==> src/iar_cfg.svh <==
// Opcodes, time-state counts and reset values of the immediate ALU and rotate datapath.
`ifndef IAR_CFG_SVH
`define IAR_CFG_SVH

// ==========================================================
// Opcodes
`define IAR_OP_SUB_IMM_PLAIN 8'h14
`define IAR_OP_SUB_IMM_BORROW 8'h1C
`define IAR_OP_AND_IMM 8'h24
`define IAR_OP_XOR_IMM 8'h2C
`define IAR_OP_OR_IMM 8'h34
`define IAR_OP_COMPARE_IMM 8'h3C
`define IAR_OP_ROTATE_LEFT_CIRCULAR 8'h02
`define IAR_OP_ROTATE_RIGHT_CIRCULAR 8'h0A
`define IAR_OP_ROTATE_LEFT_VIA_CARRY 8'h12
`define IAR_OP_ROTATE_RIGHT_VIA_CARRY 8'h1A

// ==========================================================
// Immediate group pattern: bits 7:6 and 2:0 of the opcode.
`define IAR_IMM_HI 2'h0
`define IAR_IMM_LO 3'h4

// ==========================================================
// Time states, one clock each.
`define IAR_T_FETCH 3'h5
`define IAR_T_READ 3'h3
`define IAR_T_FIRST 3'h1

// ==========================================================
// Reset values.
`define IAR_ACC_RST 8'h00
`define IAR_FLAG_RST 1'h0

`endif

==> src/iar_pkg.sv <==
// Types shared by the immediate ALU and rotate datapath.
package iar_pkg;
  // ==========================================================
  // Machine cycle sequencer states, Gray coded along idle, fetch, read.
  typedef enum logic [1:0] {
    IAR_IDLE = 2'h0,
    IAR_FETCH = 2'h1,
    IAR_READ = 2'h3
  } iar_state_t;
endpackage

==> src/iar_flag_eval.sv <==
// Zero, sign and parity evaluation of one result byte.
`timescale 1ns/100ps
module iar_flag_eval (
  input wire logic [7:0] value,
  output logic zero,
  output logic sign,
  output logic parity
);
  // ==========================================================
  // Flag terms
  // Parity reads one for an even number of ones in the byte.
  assign zero = (value == 8'h00);
  assign sign = value[7];
  assign parity = ~(^value);
endmodule

==> src/iar_alu.sv <==
// Accumulator datapath for immediate arithmetic, logic and rotate operations.
// Operation
// - Borrow subtract: accumulator minus byte two minus carry, stored back.
// - Borrow subtract uses carry left by a preceding plain immediate subtract.
// - AND immediate stores accumulator AND byte two.
// - XOR immediate stores accumulator XOR byte two.
// - OR immediate stores accumulator OR byte two.
// - Compare keeps accumulator; carry when byte two larger; zero when equal.
// - Compare sets sign and parity as the subtraction would.
// - Immediate operations take eight time states: fetch then read cycle.
// - Rotates change only carry and move the accumulator one bit.
// - Rotates are one byte and take five time states, fetch only.
// - Rotate left circular: bit 7 into bit 0 and carry.
// - Rotate right circular: bit 0 into bit 7 and carry.
// - Rotate left via carry: old carry into bit 0, bit 7 into carry.
// - Rotate right via carry: old carry into bit 7, bit 0 into carry.
// - Immediate operations are two bytes; operand byte follows the opcode, never altered.
`timescale 1ns/100ps
`include "iar_cfg.svh"
module iar_alu (
  input wire logic REF_CLK,
  input wire logic RST,
  input wire logic START,
  input wire logic [7:0] OPCODE,
  input wire logic [7:0] DATA_IN,
  input wire logic LOAD,
  input wire logic [7:0] LOAD_ACC,
  input wire logic LOAD_CARRY,
  output logic [7:0] ACC,
  output logic CARRY,
  output logic ZERO,
  output logic SIGN,
  output logic PARITY,
  output logic BUSY,
  output logic DONE,
  output logic MEM_READ,
  output logic [2:0] TSTATE
);
  // ==========================================================
  // State
  iar_pkg::iar_state_t state_reg, state_next;
  logic [2:0] t_reg, t_next;
  logic [7:0] op_reg;
  logic [7:0] acc_reg, acc_next;
  logic carry_reg, carry_next;
  logic zero_reg, zero_next;
  logic sign_reg, sign_next;
  logic parity_reg, parity_next;
  logic busy_reg, done_reg, mem_read_reg;

  // ==========================================================
  // Decode
  // Any opcode of the immediate pattern fetches a second byte, even ones this block ignores.
  wire take = START & ~busy_reg;
  wire is_imm = (op_reg[7:6] == `IAR_IMM_HI) && (op_reg[2:0] == `IAR_IMM_LO);
  wire fetch_end = (state_reg == iar_pkg::IAR_FETCH) && (t_reg == `IAR_T_FETCH);
  wire read_end = (state_reg == iar_pkg::IAR_READ) && (t_reg == `IAR_T_READ);
  wire exec_rot = fetch_end & ~is_imm;
  wire exec_imm = read_end;
  wire op_sui = (op_reg == `IAR_OP_SUB_IMM_PLAIN);
  wire op_sbb = (op_reg == `IAR_OP_SUB_IMM_BORROW);
  wire op_and = (op_reg == `IAR_OP_AND_IMM);
  wire op_xor = (op_reg == `IAR_OP_XOR_IMM);
  wire op_or = (op_reg == `IAR_OP_OR_IMM);
  wire op_cmp = (op_reg == `IAR_OP_COMPARE_IMM);
  wire op_rlc = (op_reg == `IAR_OP_ROTATE_LEFT_CIRCULAR);
  wire op_rrc = (op_reg == `IAR_OP_ROTATE_RIGHT_CIRCULAR);
  wire op_ral = (op_reg == `IAR_OP_ROTATE_LEFT_VIA_CARRY);
  wire op_rar = (op_reg == `IAR_OP_ROTATE_RIGHT_VIA_CARRY);

  // ==========================================================
  // Arithmetic and logic results
  // A nine-bit difference keeps the borrow in its top bit, so carry means borrow.
  wire borrow_in = op_sbb & carry_reg;
  wire [8:0] diff = {1'b0, acc_reg} - {1'b0, DATA_IN} - {8'h00, borrow_in};
  wire [7:0] and_res = acc_reg & DATA_IN;
  wire [7:0] xor_res = acc_reg ^ DATA_IN;
  wire [7:0] or_res = acc_reg | DATA_IN;
  wire [7:0] rlc_res = {acc_reg[6:0], acc_reg[7]};
  wire [7:0] rrc_res = {acc_reg[0], acc_reg[7:1]};
  wire [7:0] ral_res = {acc_reg[6:0], carry_reg};
  wire [7:0] rar_res = {carry_reg, acc_reg[7:1]};
  wire is_sub = op_sui | op_sbb | op_cmp;
  wire is_logic = op_and | op_xor | op_or;
  wire [7:0] logic_res = op_and ? and_res : (op_xor ? xor_res : or_res);
  // Compare evaluates flags on the difference it throws away.
  wire [7:0] flag_src = is_sub ? diff[7:0] : logic_res;
  wire f_zero, f_sign, f_parity;

  iar_flag_eval u_flags (
    .value(flag_src),
    .zero(f_zero),
    .sign(f_sign),
    .parity(f_parity)
  );

  // ==========================================================
  // Next accumulator and flags
  always_comb begin
    acc_next = acc_reg;
    carry_next = carry_reg;
    zero_next = zero_reg;
    sign_next = sign_reg;
    parity_next = parity_reg;
    if (LOAD && !busy_reg) begin
      acc_next = LOAD_ACC;
      carry_next = LOAD_CARRY;
    end else if (exec_imm && (is_sub || is_logic)) begin
      // Logic operations clear carry, since no borrow can arise.
      acc_next = op_cmp ? acc_reg : (is_sub ? diff[7:0] : logic_res);
      carry_next = is_sub ? diff[8] : 1'b0;
      zero_next = f_zero;
      sign_next = f_sign;
      parity_next = f_parity;
    end else if (exec_rot) begin
      // Zero, sign and parity keep their values here.
      unique case (1'b1)
        op_rlc: begin
          acc_next = rlc_res;
          carry_next = acc_reg[7];
        end
        op_rrc: begin
          acc_next = rrc_res;
          carry_next = acc_reg[0];
        end
        op_ral: begin
          acc_next = ral_res;
          carry_next = acc_reg[7];
        end
        op_rar: begin
          acc_next = rar_res;
          carry_next = acc_reg[0];
        end
        default: acc_next = acc_reg;
      endcase
    end
  end

  // ==========================================================
  // Sequencer next state
  // A one-byte opcode ends after the fetch; an immediate one reads its operand byte.
  always_comb begin
    state_next = state_reg;
    t_next = t_reg + 3'h1;
    unique case (state_reg)
      iar_pkg::IAR_IDLE: begin
        t_next = 3'h0;
        if (take) begin
          state_next = iar_pkg::IAR_FETCH;
          t_next = `IAR_T_FIRST;
        end
      end
      iar_pkg::IAR_FETCH: begin
        if (fetch_end) begin
          state_next = is_imm ? iar_pkg::IAR_READ : iar_pkg::IAR_IDLE;
          t_next = is_imm ? `IAR_T_FIRST : 3'h0;
        end
      end
      iar_pkg::IAR_READ: begin
        if (read_end) begin
          state_next = iar_pkg::IAR_IDLE;
          t_next = 3'h0;
        end
      end
      default: begin
        state_next = iar_pkg::IAR_IDLE;
        t_next = 3'h0;
      end
    endcase
  end

  // ==========================================================
  // Registers
  always_ff @(posedge REF_CLK) begin
    if (RST) begin
      state_reg <= iar_pkg::IAR_IDLE;
      t_reg <= 3'h0;
      op_reg <= 8'h00;
      busy_reg <= 1'b0;
      done_reg <= 1'b0;
      mem_read_reg <= 1'b0;
    end else begin
      state_reg <= state_next;
      t_reg <= t_next;
      if (take) op_reg <= OPCODE;
      busy_reg <= (state_next != iar_pkg::IAR_IDLE);
      done_reg <= exec_imm | exec_rot;
      mem_read_reg <= (state_next == iar_pkg::IAR_READ);
    end
  end

  // Accumulator and condition flags.
  always_ff @(posedge REF_CLK) begin
    if (RST) begin
      acc_reg <= `IAR_ACC_RST;
      carry_reg <= `IAR_FLAG_RST;
      zero_reg <= `IAR_FLAG_RST;
      sign_reg <= `IAR_FLAG_RST;
      parity_reg <= `IAR_FLAG_RST;
    end else begin
      acc_reg <= acc_next;
      carry_reg <= carry_next;
      zero_reg <= zero_next;
      sign_reg <= sign_next;
      parity_reg <= parity_next;
    end
  end

  // ==========================================================
  // Outputs
  assign ACC = acc_reg;
  assign CARRY = carry_reg;
  assign ZERO = zero_reg;
  assign SIGN = sign_reg;
  assign PARITY = parity_reg;
  assign BUSY = busy_reg;
  assign DONE = done_reg;
  assign MEM_READ = mem_read_reg;
  assign TSTATE = t_reg;

  // ==========================================================
  // Assertions
  property p_imm_len;
    @(posedge REF_CLK) disable iff (RST)
    (take && (OPCODE[7:6] == `IAR_IMM_HI) && (OPCODE[2:0] == `IAR_IMM_LO))
      |=> BUSY [*8] ##1 (!BUSY && DONE);
  endproperty
  a_imm_len: assert property (p_imm_len) else $error("immediate op not 8 states");
  property p_rot_len;
    @(posedge REF_CLK) disable iff (RST)
    (take && (OPCODE == `IAR_OP_ROTATE_LEFT_VIA_CARRY || OPCODE == `IAR_OP_ROTATE_RIGHT_CIRCULAR))
      |=> (BUSY && !MEM_READ) [*5] ##1 (!BUSY && DONE);
  endproperty
  a_rot_len: assert property (p_rot_len) else $error("rotate not 5 fetch states");
  property p_read_three;
    @(posedge REF_CLK) disable iff (RST)
    $rose(MEM_READ) |-> MEM_READ [*3] ##1 (!MEM_READ && DONE);
  endproperty
  a_read_three: assert property (p_read_three) else $error("read cycle length wrong");
  property p_sub_borrow;
    @(posedge REF_CLK) disable iff (RST)
    (exec_imm && op_sbb)
      |=> ACC == 8'($past(acc_reg) - $past(DATA_IN) - {7'h00, $past(carry_reg)});
  endproperty
  a_sub_borrow: assert property (p_sub_borrow) else $error("borrow subtract wrong");
  property p_chain;
    @(posedge REF_CLK) disable iff (RST)
    (exec_imm && op_sui && (acc_reg < DATA_IN)) |=> CARRY;
  endproperty
  a_chain: assert property (p_chain) else $error("plain subtract lost borrow");
  property p_logic;
    @(posedge REF_CLK) disable iff (RST)
    (exec_imm && is_logic) |=> (ACC == $past(logic_res)) && !CARRY
      && (ZERO == (ACC == 8'h00)) && (SIGN == ACC[7]);
  endproperty
  a_logic: assert property (p_logic) else $error("logic result wrong");
  property p_or_code;
    @(posedge REF_CLK) disable iff (RST)
    (exec_imm && op_reg == 8'h34) |=> ACC == ($past(acc_reg) | $past(DATA_IN));
  endproperty
  a_or_code: assert property (p_or_code) else $error("or opcode wrong");

  property p_compare;
    @(posedge REF_CLK) disable iff (RST)
    (exec_imm && op_cmp) |=> $stable(ACC) && (CARRY == ($past(DATA_IN) > ACC))
      && (ZERO == ($past(DATA_IN) == ACC));
  endproperty
  a_compare: assert property (p_compare) else $error("compare wrong");

  property p_compare_sp;
    @(posedge REF_CLK) disable iff (RST)
    (exec_imm && op_cmp) |=> (SIGN == $past(diff[7])) && (PARITY == ~(^$past(diff[7:0])));
  endproperty
  a_compare_sp: assert property (p_compare_sp) else $error("compare sign parity wrong");

  property p_rot_flags;
    @(posedge REF_CLK) disable iff (RST)
    exec_rot |=> $stable(ZERO) && $stable(SIGN) && $stable(PARITY);
  endproperty
  a_rot_flags: assert property (p_rot_flags) else $error("rotate touched flags");

  property p_rot_left;
    @(posedge REF_CLK) disable iff (RST)
    (exec_rot && (op_rlc || op_ral)) |=> (ACC[7:1] == $past(acc_reg[6:0]))
      && (CARRY == $past(acc_reg[7]))
      && (ACC[0] == (op_rlc ? $past(acc_reg[7]) : $past(carry_reg)));
  endproperty
  a_rot_left: assert property (p_rot_left) else $error("left rotate wrong");

  property p_rot_right;
    @(posedge REF_CLK) disable iff (RST)
    (exec_rot && (op_rrc || op_rar)) |=> (ACC[6:0] == $past(acc_reg[7:1]))
      && (CARRY == $past(acc_reg[0]))
      && (ACC[7] == (op_rrc ? $past(acc_reg[0]) : $past(carry_reg)));
  endproperty
  a_rot_right: assert property (p_rot_right) else $error("right rotate wrong");
endmodule

==> config.mk <==
export PLATFORM = sky130hd
export DESIGN_NAME = iar_alu
export DESIGN_NICKNAME = d
export VERILOG_FILES = /design/src/iar_pkg.sv /design/src/iar_flag_eval.sv /design/src/iar_alu.sv
export VERILOG_INCLUDE_DIRS = /design/src /design/src/src
export SDC_FILE = /design/constraint.sdc
export NUM_CORES = 1
export LEC_CHECK = 0
export CORE_ASPECT_RATIO = 0.5
export CORE_MARGIN = 2
export CORE_UTILIZATION = 65
export CTS_CLUSTER_DIAMETER = 60
export DETAILED_ROUTE_END_ITERATION = 6
export DONT_BUFFER_PORTS = 1
export PLACE_DENSITY = 0.78
export SETUP_SLACK_MARGIN = 0.02
export SYNTH_ARGS = -nofsm -noshare
export SYNTH_HDL_FRONTEND = slang
export SYNTH_HIERARCHICAL = 1
export SYNTH_SLANG_ARGS = --single-unit
export TNS_END_PERCENT = 10
==> constraint.sdc <==
create_clock -name REF_CLK -period 4.75 [get_ports REF_CLK]
set_input_delay 0.2375 -clock REF_CLK [delete_from_list [all_inputs] [get_ports REF_CLK]]
set_output_delay 0.2375 -clock REF_CLK [all_outputs]
set_load 0.03 [all_outputs]
Word-level counts from Yosys, hierarchy flattened
Cells that the tools add are included.
{"block": "word_totals", "register_bits": 28, "output_inout_bits": 18, "word_cells": 89}
{"block": "classes", "add_sub_neg": 3, "n_eq_ne": 17, "mux": 23, "bitwise_logic": 15, "reduce_logical": 20}
{"operator": "$mux W8", "count": 7}
{"operator": "$eq A8 B5 Y1 const B", "count": 4}
{"operator": "$eq A8 B6 Y1 const B", "count": 4}
{"operator": "$pmux W8 S4", "count": 1}
{"operator": "$pmux W3 S3", "count": 1}
{"operator": "$sub A8 B8 Y9", "count": 1}
{"operator": "$sub A9 B1 Y9", "count": 1}
{"operator": "$and A8 B8 Y8", "count": 1}
{"operator": "$eq A8 B2 Y1 const B", "count": 1}
{"operator": "$eq A8 B4 Y1 const B", "count": 1}
{"operator": "$logic_not A8 Y1", "count": 1}
{"operator": "$mux W2", "count": 4}
{"operator": "$or A8 B8 Y8", "count": 1}
{"operator": "$reduce_xor A8 Y1", "count": 1}
{"operator": "$xor A8 B8 Y8", "count": 1}
{"operator": "$eq A3 B3 Y1 const B", "count": 2}
{"operator": "$mux W1", "count": 6}
{"operator": "$mux W3", "count": 2}
{"operator": "$pmux W2 S3", "count": 1}
{"operator": "$reduce_bool A6 Y1", "count": 1}
{"operator": "$logic_and A1 B1 Y1", "count": 5}
{"operator": "$or A1 B1 Y1", "count": 5}
{"operator": "$eq A2 B2 Y1 const B", "count": 2}
{"operator": "$logic_not A2 Y1", "count": 2}
{"operator": "other kinds (15)", "count": 22}

Longest topological paths before layout
Gate-level depths: netlist of the first run.
{"block": "logic_depth", "word_depth": 7, "depth_mapped": 18, "mapped_depth_nobuf": 17}

Modules after synthesis
The synthesis of the first run kept the hierarchy.
{"mod": "iar_alu", "n_inst": 1, "cells_per_inst": 323, "area_each_um2": 2637.5, "seq_area_each_um2": 560.5}
{"mod": "iar_flag_eval", "n_inst": 1, "cells_per_inst": 17, "area_each_um2": 122.6, "seq_area_each_um2": 0.0}

Worst setup path after synthesis of the first run
No wires, ideal clock.
{"block": "synth_timing", "kind": "register to register", "from": "register op_reg[0]", "to": "register parity_reg (netlist: PARITY)", "arrival_ns": 3.469, "path_slack_ns": 1.153, "stages_incl_launch_ff": 18, "n_path_buf": 0, "synth_period_minus_slack_ns": 3.597, "cell_sequence": "dfxtp_1 nor3_2 and4_1 nand3b_1 fa_1 inv_1 ha_1 o21ai_0 a2111oi_0 or3_1 a31oi_1 inv_1 inv_1 ha_1 xnor2_1 xnor2_1 mux2i_1 nor2_1"}
{"block": "synth_between", "elab_chain_len": 6, "word_cells_on_any_way": 20, "classes_between": "add/sub: 1; eq/ne: 6; mux: 3; bitwise: 6; reduce/logical: 4"}
{"item": "from (decl)", "line_no": "iar_alu.sv:43", "source": "logic [7:0] op_reg;"}
{"item": "from (signal assigned)", "line_no": "iar_alu.sv:178", "source": "op_reg <= 8'h00;"}
{"item": "from (signal assigned)", "line_no": "iar_alu.sv:185", "source": "if (take) op_reg <= OPCODE;"}
{"item": "$eq A8 B5 Y1 (no line) / $eq A8 B6 Y1 (equally long branches)"}
{"item": "$and A1 B1 Y1, or another cell as far along", "line_no": "iar_alu.sv:74", "source": "wire borrow_in = op_sbb & carry_reg;"}
{"item": "$sub A9 B1 Y9, or another cell as far along", "line_no": "iar_alu.sv:75", "source": "wire [8:0] diff = {1'b0, acc_reg} - {1'b0, DATA_IN} - {8'h00, borrow_in};"}
{"item": "$mux W8 *", "line_no": "iar_alu.sv:87", "source": "wire [7:0] flag_src = is_sub ? diff[7:0] : logic_res;"}
{"item": "net flag_src[7]", "line_no": "iar_alu.sv:87"}
{"item": "$reduce_xor A8 Y1 *", "line_no": "iar_flag_eval.sv:14", "source": "assign parity = ~(^value);"}
{"item": "$not A1 Y1 *", "line_no": "iar_flag_eval.sv:14"}
{"item": "net f_parity", "line_no": "iar_alu.sv:88", "source": "wire f_zero, f_sign, f_parity;"}
{"item": "to (signal assigned)", "line_no": "iar_alu.sv:199", "source": "parity_reg <= `IAR_FLAG_RST;"}
{"item": "to (signal assigned)", "line_no": "iar_alu.sv:205", "source": "parity_reg <= parity_next;"}
{"item": "to (decl)", "line_no": "iar_alu.sv:48", "source": "logic parity_reg, parity_next;"}
The timed path passes the listed nets; every way through them passes the cells marked *.
A chain may end at the register's enable or synchronous reset.

Worst setup path in the final report of the first run
{"block": "layout_timing", "from": "register op_reg[7]", "to": "register parity_reg (netlist: PARITY)"}
Same word-level chain as after synthesis.

==> flow_metrics.tcl, run 1 <==
set metrics [dict create \
    busiest_layer "met2" \
    r2r_slack_ps 690 \
    maxCapViolCount 0 \
    fin_crit_sh 0.854 \
    synth_xor_area_frac 0.0159 \
    layout_common_cells "ha_1, inv_1, nand2_1" \
    synthCells 340 \
    peakVddDrop_mv 0.182 \
    synth_compound_area_frac 0.247 \
    critPathKind "flip-flop to flip-flop" \
    ant_nets 0 \
    wl_um 7500 \
    skew_ps 13.8 \
    clockRootBuffer "clkbuf_8" \
    synth_edf_count 0 \
    rr_worst_depth 17 \
    gr-usage-met2 0.488 \
    rsz0062_at_grt "no" \
    cts_buffers 3 \
    ioPinCount 47 \
    dpl_cell_area_um2 2740 \
    yosysSeqAreaShare 0.203 \
    period_needed_ps 4060 \
    worst_pin_slew_ps 1130 \
    met1_usage 0.482 \
    holdBufCountCts 2 \
    required_ps 4940 \
    crit_path_start_kind "flip-flop" \
    synth-seq-cells 28 \
    min_path_cells 2 \
    grt_pass1_vias 2473 \
    dieWidth_um 96.2 \
    syn_area_um2 2760 \
    vias 2567 \
    post_cts_buffers 0 \
    coreArea_um2 3980 \
    slew_violations 0 \
    start_util 0.693 \
    cts_resized 0 \
    relSlewSlack 0.248 \
    n_antenna_cell 0 \
    num_rows 16 \
    final_common_cell "ha_1" \
    grt_pass1_wl_um 12100 \
    min_from "OPCODE[0]" \
    synth_fp_nets 408 \
    syn_area_per_cell_um2 8.12 \
    htree_levels 1 \
    synth_top_family_by_area "compound AO/OA/AOI/OAI gates" \
    min_path_type "primary input to flip-flop" \
    p_seq_frac 0.399 \
    tns_ps 0 \
    clk_pin_slew_worst_paths_ps 120 \
    min_to "op_reg[0]" \
    clk_latency_ps 300 \
    clock_path_buffers 2 \
    reg2reg_to "PARITY" \
    p_leak_uw 0.00118 \
    dpl.hpwl_um 5650 \
    ys_warn_count 6 \
    met3_usage 0.0826 \
    yosys.area_share.simple 0.213 \
    clkSinkCount 28 \
    portBuffers 0 \
    drtIter0Drc 285 \
    layout-drive-gt1-share 0.103 \
    setup_viol 0 \
    switching_share 0.368 \
    p_int_uw 465 \
    drt-vias-per-instance 6.68 \
    p_clk_frac 0.276 \
    ys.flop_type "dfxtp_1" \
    status "completed" \
    antenna_found_initial 0 \
    worstPathArrival_ps 4240 \
    power_density_nw_per_um2 259 \
    drc 0 \
    cp_max_fo 8 \
    post_drt_wl_per_cell_um 19.5 \
    muxShareOfSynthArea 0.0535 \
    async_flop_share 0 \
    synth.distinct_cells 65 \
    layout.nets 399 \
    dr.pass1.iters 5 \
    combPwrFrac 0.325 \
    grt_max_degree 31 \
    cts_tree "done" \
    track_usage 0.334 \
    critPathCaptureType "flip-flop" \
    p_sw_uw 270 \
    grt_overflow 0 \
    hold_viol 0 \
    die_h_um 50.1 \
    fmax_ghz 0.247 \
    die-area_um2 4820 \
    areaGrowthSynthToFinish_pct 2.99 \
    place.gp.congestion 1.03 \
    r2r_start "op_reg[7]" \
    final_cell_area_um2 2840 \
    yosys.area_share.adder 0.182 \
]
worst max-delay path, stage by stage (launching register included):
cell and delay (ps):
dfxtp_1 380, nor3_2 420, and4_1 330, nand3b_1 120, fa_1 520, inv_1 50, ha_1 180, o21ai_0 270
a2111oi_0 170, or3_1 340, a31oi_1 240, inv_1 100, inv_1 60, ha_1 220, xnor2_1 210, xnor2_1 110
mux2i_1 150, nor2_1 60
cell usage after synthesis (2+ instances only):
cell type | count | area (um2)
ha_1 | 37 | 463
inv_1 | 35 | 131
nand2_1 | 31 | 116
dfxtp_1 | 28 | 561
a21oi_1 | 19 | 95.1
nor2_1 | 19 | 71.3
o21ai_0 | 16 | 80.1
o211ai_1 | 9 | 67.6
a221oi_1 | 8 | 70.1
buf_2 | 8 | 40.0
mux2i_1 | 8 | 80.1
nor3_1 | 8 | 40.0
clkbuf_1 | 6 | 22.5
mux2_2 | 6 | 67.6
nand2b_1 | 6 | 37.5
or3_1 | 6 | 37.5
and3_1 | 4 | 25.0
nand3_1 | 4 | 20.0
nor2b_1 | 4 | 25.0
o21ai_1 | 4 | 20.0
or2_2 | 4 | 25.0
a211o_1 | 3 | 26.3
a211oi_2 | 3 | 37.5
a21o_1 | 3 | 22.5
a31oi_1 | 3 | 18.8
and4_1 | 3 | 26.3
nand4_1 | 3 | 18.8
o21a_1 | 3 | 22.5
o221a_2 | 3 | 33.8
xnor2_1 | 3 | 26.3
a211oi_1 | 2 | 15.0
a22oi_1 | 2 | 15.0
buf_4 | 2 | 15.0
fa_1 | 2 | 40.0
nand4b_1 | 2 | 17.5
nor3_2 | 2 | 20.0
o2111ai_1 | 2 | 17.5
xor2_1 | 2 | 17.5
how the worst max path moves through the flow:
stage                    from     end  slack [ps]  depth (start not counted)
floorplan           op_reg[0]  PARITY        1150                         17
global placement    op_reg[0]  PARITY         950                         17
detailed placement  op_reg[0]  PARITY         750                         17
CTS                 op_reg[0]  PARITY         710                         17
global route        op_reg[0]  PARITY         360                         16
finish              op_reg[7]  PARITY         690                         17
cell families after synthesis:
group	count (synthesis)
AO/OA/AOI/OAI	92
XOR/XNOR	5
adder cells (fa/ha/maj)	39
buffers and inverters	55
flip-flops	28
multiplexers	14
AND/OR/NAND/NOR	107
layer usage:
metal	vias up	routed length, um	part of all wire
met3	19	780	0.10
met2	146	3210	0.43
met1	1198	3370	0.45
met4	0	138	0.018
met5	-	0	0
li1	1204	-	-
power groups by stage:
stage               Clock (uW)  Combinational (uW)  Sequential [uW]
floorplan                    0                 192              287
global placement             0                 220              297
detailed placement           0                 227              298
CTS                        206                 232              293
global route               214                 267              296
finish                     203                 239              293
layout make-up:
type                            count  area, um2
Clock buffer                        3       41.3
Clock inverter                      1       30.0
Fill cell                         340       1140
Inverter                           36        135
Multi-Input combinational cell    257       1960
Sequential cell                    28        561
Tap cell                           54       67.6
Timing Repair Buffer                5       45.0
stage by stage:
step	hold WS, ps	utilization	total power [uW]	std cells	setup WS [ps]
floorplan	373	-	479	340	1150
global placement	309	0.688	518	377	947
detailed placement	311	0.688	526	377	750
CTS	0.854	0.711	731	383	714
global route	74.5	0.714	777	384	361
finish	70.7	0.714	735	384	695
(Power assumes the default switching activity.)
==> inputs of run 2 (changes only) <==
- CORE_UTILIZATION: 65 -> 61
- PLACE_DENSITY: 0.78 -> 0.74
==> run 2 against run 1 <==
Wire length up 4.7%. Via count about the same. Sequential power about the same. First-iteration DRC count down 28%. Hold slack worse by 66 ps. Clock power about the same. Register-to-register slack better by 20 ps. Setup slack better by 22 ps. Critical endpoint unchanged.
==> flow_metrics.tcl, run 2 (synthesis gave the netlist of run 1 again) <==
set metrics [dict create \
    n_antenna_cell 0 \
    cp_max_fo 8 \
    p_sw_uw 270 \
    finalWorstSetupSlack_ps 716 \
    holdWs_ps 4.36 \
    combPwrFrac 0.327 \
    start_util 0.630 \
    dpl.hpwl_um 5750 \
    gr-usage-met2 0.492 \
    cts_buffers 3 \
    maxCapViolCount 0 \
    pre_cts_slack_ps 761 \
    drtIter0Drc 206 \
    fillerInstances 407 \
    antenna_found_initial 0 \
    holdBufCountCts 1 \
    wl_um 7850 \
    track_usage 0.316 \
    crit_path_start_kind "flip-flop" \
    min_path_type "primary input to flip-flop" \
    clockRootBuffer "clkbuf_8" \
    power_density_nw_per_um2 258 \
    critPathCaptureType "flip-flop" \
    dieWidth_um 99.1 \
    num_rows 17 \
    fin_util 0.651 \
    clkSinkCount 28 \
    p_seq_frac 0.398 \
    layout_common_cells "ha_1, inv_1, nand2_1" \
    grt_overflow 0 \
    peakVddDrop_mv 0.158 \
    drc 0 \
    clock_path_buffers 2 \
    tns_ps 0 \
    slew_violations 0 \
    worst_pin_slew_ps 793 \
    clk_latency_ps 300 \
    status "completed" \
    relSlewSlack 0.470 \
    coreArea_um2 4380 \
    final_common_cell "ha_1" \
    critPathKind "flip-flop to flip-flop" \
    vias 2569 \
    layout-drive-gt1-share 0.106 \
    ioPinCount 47 \
    die_h_um 51.6 \
    layout.nets 400 \
    cts_resized 0 \
    fin_crit_sh 0.849 \
    cts_tree "done" \
    busiest_layer "met2" \
    clk_pin_slew_worst_paths_ps 120 \
    post_cts_buffers 0 \
    p_int_uw 466 \
    dr.pass1.iters 5 \
    met3_usage 0.0726 \
    worstPathArrival_ps 4280 \
    post_drt_wl_per_cell_um 20.2 \
    portBuffers 0 \
    grt_max_degree 31 \
    htree_levels 1 \
    period_needed_ps 4030 \
    grt_pass1_vias 2486 \
    skew_ps 17.1 \
    areaGrowthSynthToFinish_pct 3.40 \
    grt_pass1_wl_um 12600 \
    hold_viol 0 \
    fmax_ghz 0.248 \
    die-area_um2 5110 \
    setup_viol 0 \
    required_ps 5000 \
    switching_share 0.367 \
    met1_usage 0.453 \
    ant_nets 0 \
    p_clk_frac 0.275 \
    rsz0062_at_grt "no" \
    drt-vias-per-instance 6.62 \
    place.gp.congestion 0.909 \
    p_leak_uw 0.00118 \
]
-- run 2: changes by cell type in the layout (fill, tap and decap cells not counted), sizes merged --
cell	previous run	this run
buf	2	3
-- run 2: worst paths after layout --
check	slack, ps	depth (start not counted)	start	endpoint
max	720	16	op_reg[0]	PARITY
max reg2reg	720	16	op_reg[0]	PARITY
min reg2reg	520	2	op_reg[2]	op_reg[2]
min	4	1	RST	op_reg[7]
-- run 2: stage by stage --
| step | total power (uW) | cell area, um2 | instances |
|---|---|---|---|
| 2_1_floorplan | 479 | 2760 | 340 |
| 3_3_place_gp | 519 | 2750 | 381 |
| 3_5_place_dp | 527 | 2750 | 381 |
| 4_1_cts | 730 | 2830 | 386 |
| 5_1_grt | 775 | 2850 | 388 |
| 6_report | 736 | 2850 | 388 |
-- run 2: power groups by stage --
stage	Sequential (uW)	Combinational, uW	Clock [uW]
global placement	297	222	0
floorplan	287	192	0
global route	296	265	214
detailed placement	298	228	0
finish	293	240	203
CTS	293	232	205
-- run 2: final cells by class --
| cell class | instances | area (um2) | area share |
|---|---|---|---|
| tap | 57 | 71.3 | 0.0250 |
| clock buffer | 3 | 41.3 | 0.0145 |
| timing repair buffer | 6 | 52.6 | 0.0184 |
| inverter | 36 | 135 | 0.0473 |
| clock inverter | 1 | 30.0 | 0.0105 |
| sequential | 28 | 561 | 0.196 |
| multi-input combinational | 257 | 1960 | 0.688 |
-- run 2: critical path, stage by stage, from the launching register on --
cell	delay (ps)
dfxtp_1	380
nor3_2	440
and4_1	330
nand3b_1	130
fa_1	450
ha_1	240
nor4_1	360
a2111oi_0	200
or3_1	340
a31oi_1	210
inv_1	80
inv_1	60
ha_1	230
xnor2_1	200
xnor2_1	150
mux2i_1	90
nor2_1	100
-- run 2: routing by layer --
| metal | routed length (um) | part of all wire |
|---|---|---|
| met1 | 3560 | 0.45 |
| met2 | 3390 | 0.43 |
| met3 | 791 | 0.10 |
| met4 | 107 | 0.014 |
| met5 | 0 | 0 |
==> inputs of run 3 (changes only) <==
- ABC_AREA: not set -> 1
- clock period: 4.75 -> 3.85 ns (I/O delays scaled with it)
==> run 3 against run 2 <==
Total power is 27% higher. Sequential share of layout area is 0.35 points lower. Cell count is 35% higher. Synthesized cell count is 38% higher. Sequential cell count stayed put. Utilization is 0.85 points higher. Clock power is 17% higher. Global-route usage is 5.2 points lower. Design area is 1.8% higher. Largest cell class unchanged.
==> flow_metrics.tcl, run 3 <==
set metrics [dict create \
    min_from "OPCODE[5]" \
    status "completed" \
    track_usage 0.264 \
    fillerInstances 420 \
    dr.pass1.iters 5 \
    yosys.area.top_type "dfxtp_1" \
    maxCapViolCount 0 \
    path_cells "inv_1 > nand2_2 > nor2_2 > nand3_1 > fa_1 > inv_1 > ha_1 > o21ai_0 > nand2_1 > nand2_1 > nand2_1 > nand2_1 > nand3_1 > nand2_1 > inv_1 > ha_1 > inv_1 > nand2_1 > nand2_1 > nand2_1 > nand2_1 > nor2_1 > nor2_1" \
    grt_pass1_wl_um 10900 \
    num_rows 17 \
    ys.flop_type "dfxtp_1" \
    layout.nets 534 \
    relSlewSlack 0.569 \
    synth-seq-cells 28 \
    dpl_cell_area_um2 2820 \
    p_leak_uw 0.00159 \
    crit_start "op_reg[6]" \
    worst_pin_slew_ps 645 \
    min_path_type "primary input to flip-flop" \
    slew_violations 0 \
    clock_path_buffers 2 \
    portBuffers 0 \
    start_util 0.637 \
    critPathKind "flip-flop to flip-flop" \
    cts_resized 0 \
    clk_latency_ps 280 \
    async_flop_share 0 \
    grt_max_degree 24 \
    place.gp.congestion 0.950 \
    setup_viol 0 \
    stdcell_count 522 \
    syn_area_um2 2810 \
    clk_pin_slew_worst_paths_ps 110 \
    drt-vias-per-instance 5.40 \
    cp_max_fo 6 \
    coreArea_um2 4400 \
    die-area_um2 5190 \
    syn_area_per_cell_um2 5.97 \
    critical_path.top_delay_family "simple AND/OR/NAND/NOR gates" \
    power_uw 933 \
    tns_ps 0 \
    grt_pass1_vias 2494 \
    hold_viol 0 \
    skew_ps 9.53 \
    dp.cells 517 \
    cts_buffers 3 \
    final_common_cell "nand2_1" \
    die_h_um 52.0 \
    synth_fp_nets 538 \
    synth_top_cells_by_count "nand2_1, inv_1, nor2_1" \
    r2r_start "op_reg[6]" \
    crit_path_start_kind "flip-flop" \
    dpl.hpwl_um 5290 \
    worstPathArrival_ps 3370 \
    ioPinCount 47 \
    areaGrowthSynthToFinish_pct 3.52 \
    fmax_ghz 0.314 \
    period_needed_ps 3180 \
    synthMostInstantiatedCell "nand2_1" \
    layout_common_cells "nand2_1, inv_1, nor2_1" \
    drtIter0Drc 154 \
    clockRootBuffer "clkbuf_8" \
    grt_overflow 0 \
    synthTopCellsByArea "dfxtp_1, nand2_1, ha_1" \
    path_buf_inv 4 \
    required_ps 4040 \
    wl_um 6640 \
    ys_warn_count 6 \
    post_drt_wl_per_cell_um 12.7 \
    layout-drive-gt1-share 0.0495 \
    vias 2818 \
    drc 0 \
    crit_path_frequent_cell "nand2_1" \
    n_antenna_cell 0 \
    final_cell_area_um2 2910 \
    fin_crit_sh 0.827 \
    critPathCaptureType "flip-flop" \
    synth_top_area_share 0.200 \
    cts_tree "done" \
    dieWidth_um 99.9 \
    htree_levels 1 \
    power_density_nw_per_um2 321 \
    antenna_found_initial 0 \
    ant_nets 0 \
    peakVddDrop_mv 0.195 \
    cpMaxStageDelayCell "fa_1" \
    fin_util 0.660 \
    synth.distinct_cells 29 \
    cpPeakStageDelay_ps 510 \
    clkSinkCount 28 \
    synthCells 470 \
    rsz0062_at_grt "no" \
    yosysSeqAreaShare 0.200 \
    synth_edf_count 0 \
]
## run 3: changes by cell type after synthesis, sizes merged, moves of 7 or more
cell and delta:
a221oi -8, inv +37, mux2i -8, nand2 +110, nand3 +40, nor2 +50, nor3 -7, o211ai -8
o21ai +11, or3 -7
## run 3: metal layers
metal,vias up,part of all wire,GRT usage
met3,6,0.070,0.0511
met5,-,0,0
met2,98,0.45,0.467
met4,0,0.0032,0.0205
li1,1456,-,-
met1,1258,0.48,0.354
## run 3: report_power, final
part	internal [uW]	switching, uW	total, uW
combinational	122	223	344
clock	139	98.9	238
sequential	309	40.5	350
## run 3: logic make-up (layout without fill, tap and decap cells)
group	Yosys count	count (layout)	share of synthesized area
adders and majority gates	39	39	0.179
AOI/OAI and AO/OA	51	51	0.0941
buffers and inverters	87	82	0.126
DFF	28	28	0.200
xor gates and xnor gates	1	1	0.00312
and+or+nand+nor	264	264	0.398
## run 3: area by class of cell
| class | instances | area (um2) | area share |
|---|---|---|---|
| Clock buffer | 3 | 41.3 | 0.0142 |
| Clock inverter | 1 | 30.0 | 0.0103 |
| Inverter | 74 | 278 | 0.0956 |
| Multi-Input combinational cell | 355 | 1890 | 0.651 |
| Sequential cell | 28 | 561 | 0.193 |
| Tap cell | 57 | 71.3 | 0.0245 |
| Timing Repair Buffer | 4 | 32.5 | 0.0112 |
## run 3: repair_timing
item | in CTS | in global routing
hold buffers | 1 | 0
buffers inserted | 0 | 0
endpoints found under the hold margin | 3 | 0
## run 3: metrics by stage
stage	setup slack (ps)	hold WS, ps
after detailed placement	710	268
after global placement	813	267
after floorplan	785	265
final	666	109
after CTS	700	102
after global routing	335	124
## run 3: final timing paths
check | end | slack (ps) | cells past startpoint
max | PARITY | 670 | 23
min | op_reg[5] | 110 | 2
max reg2reg | PARITY | 670 | 23
min reg2reg | op_reg[0] | 480 | 2
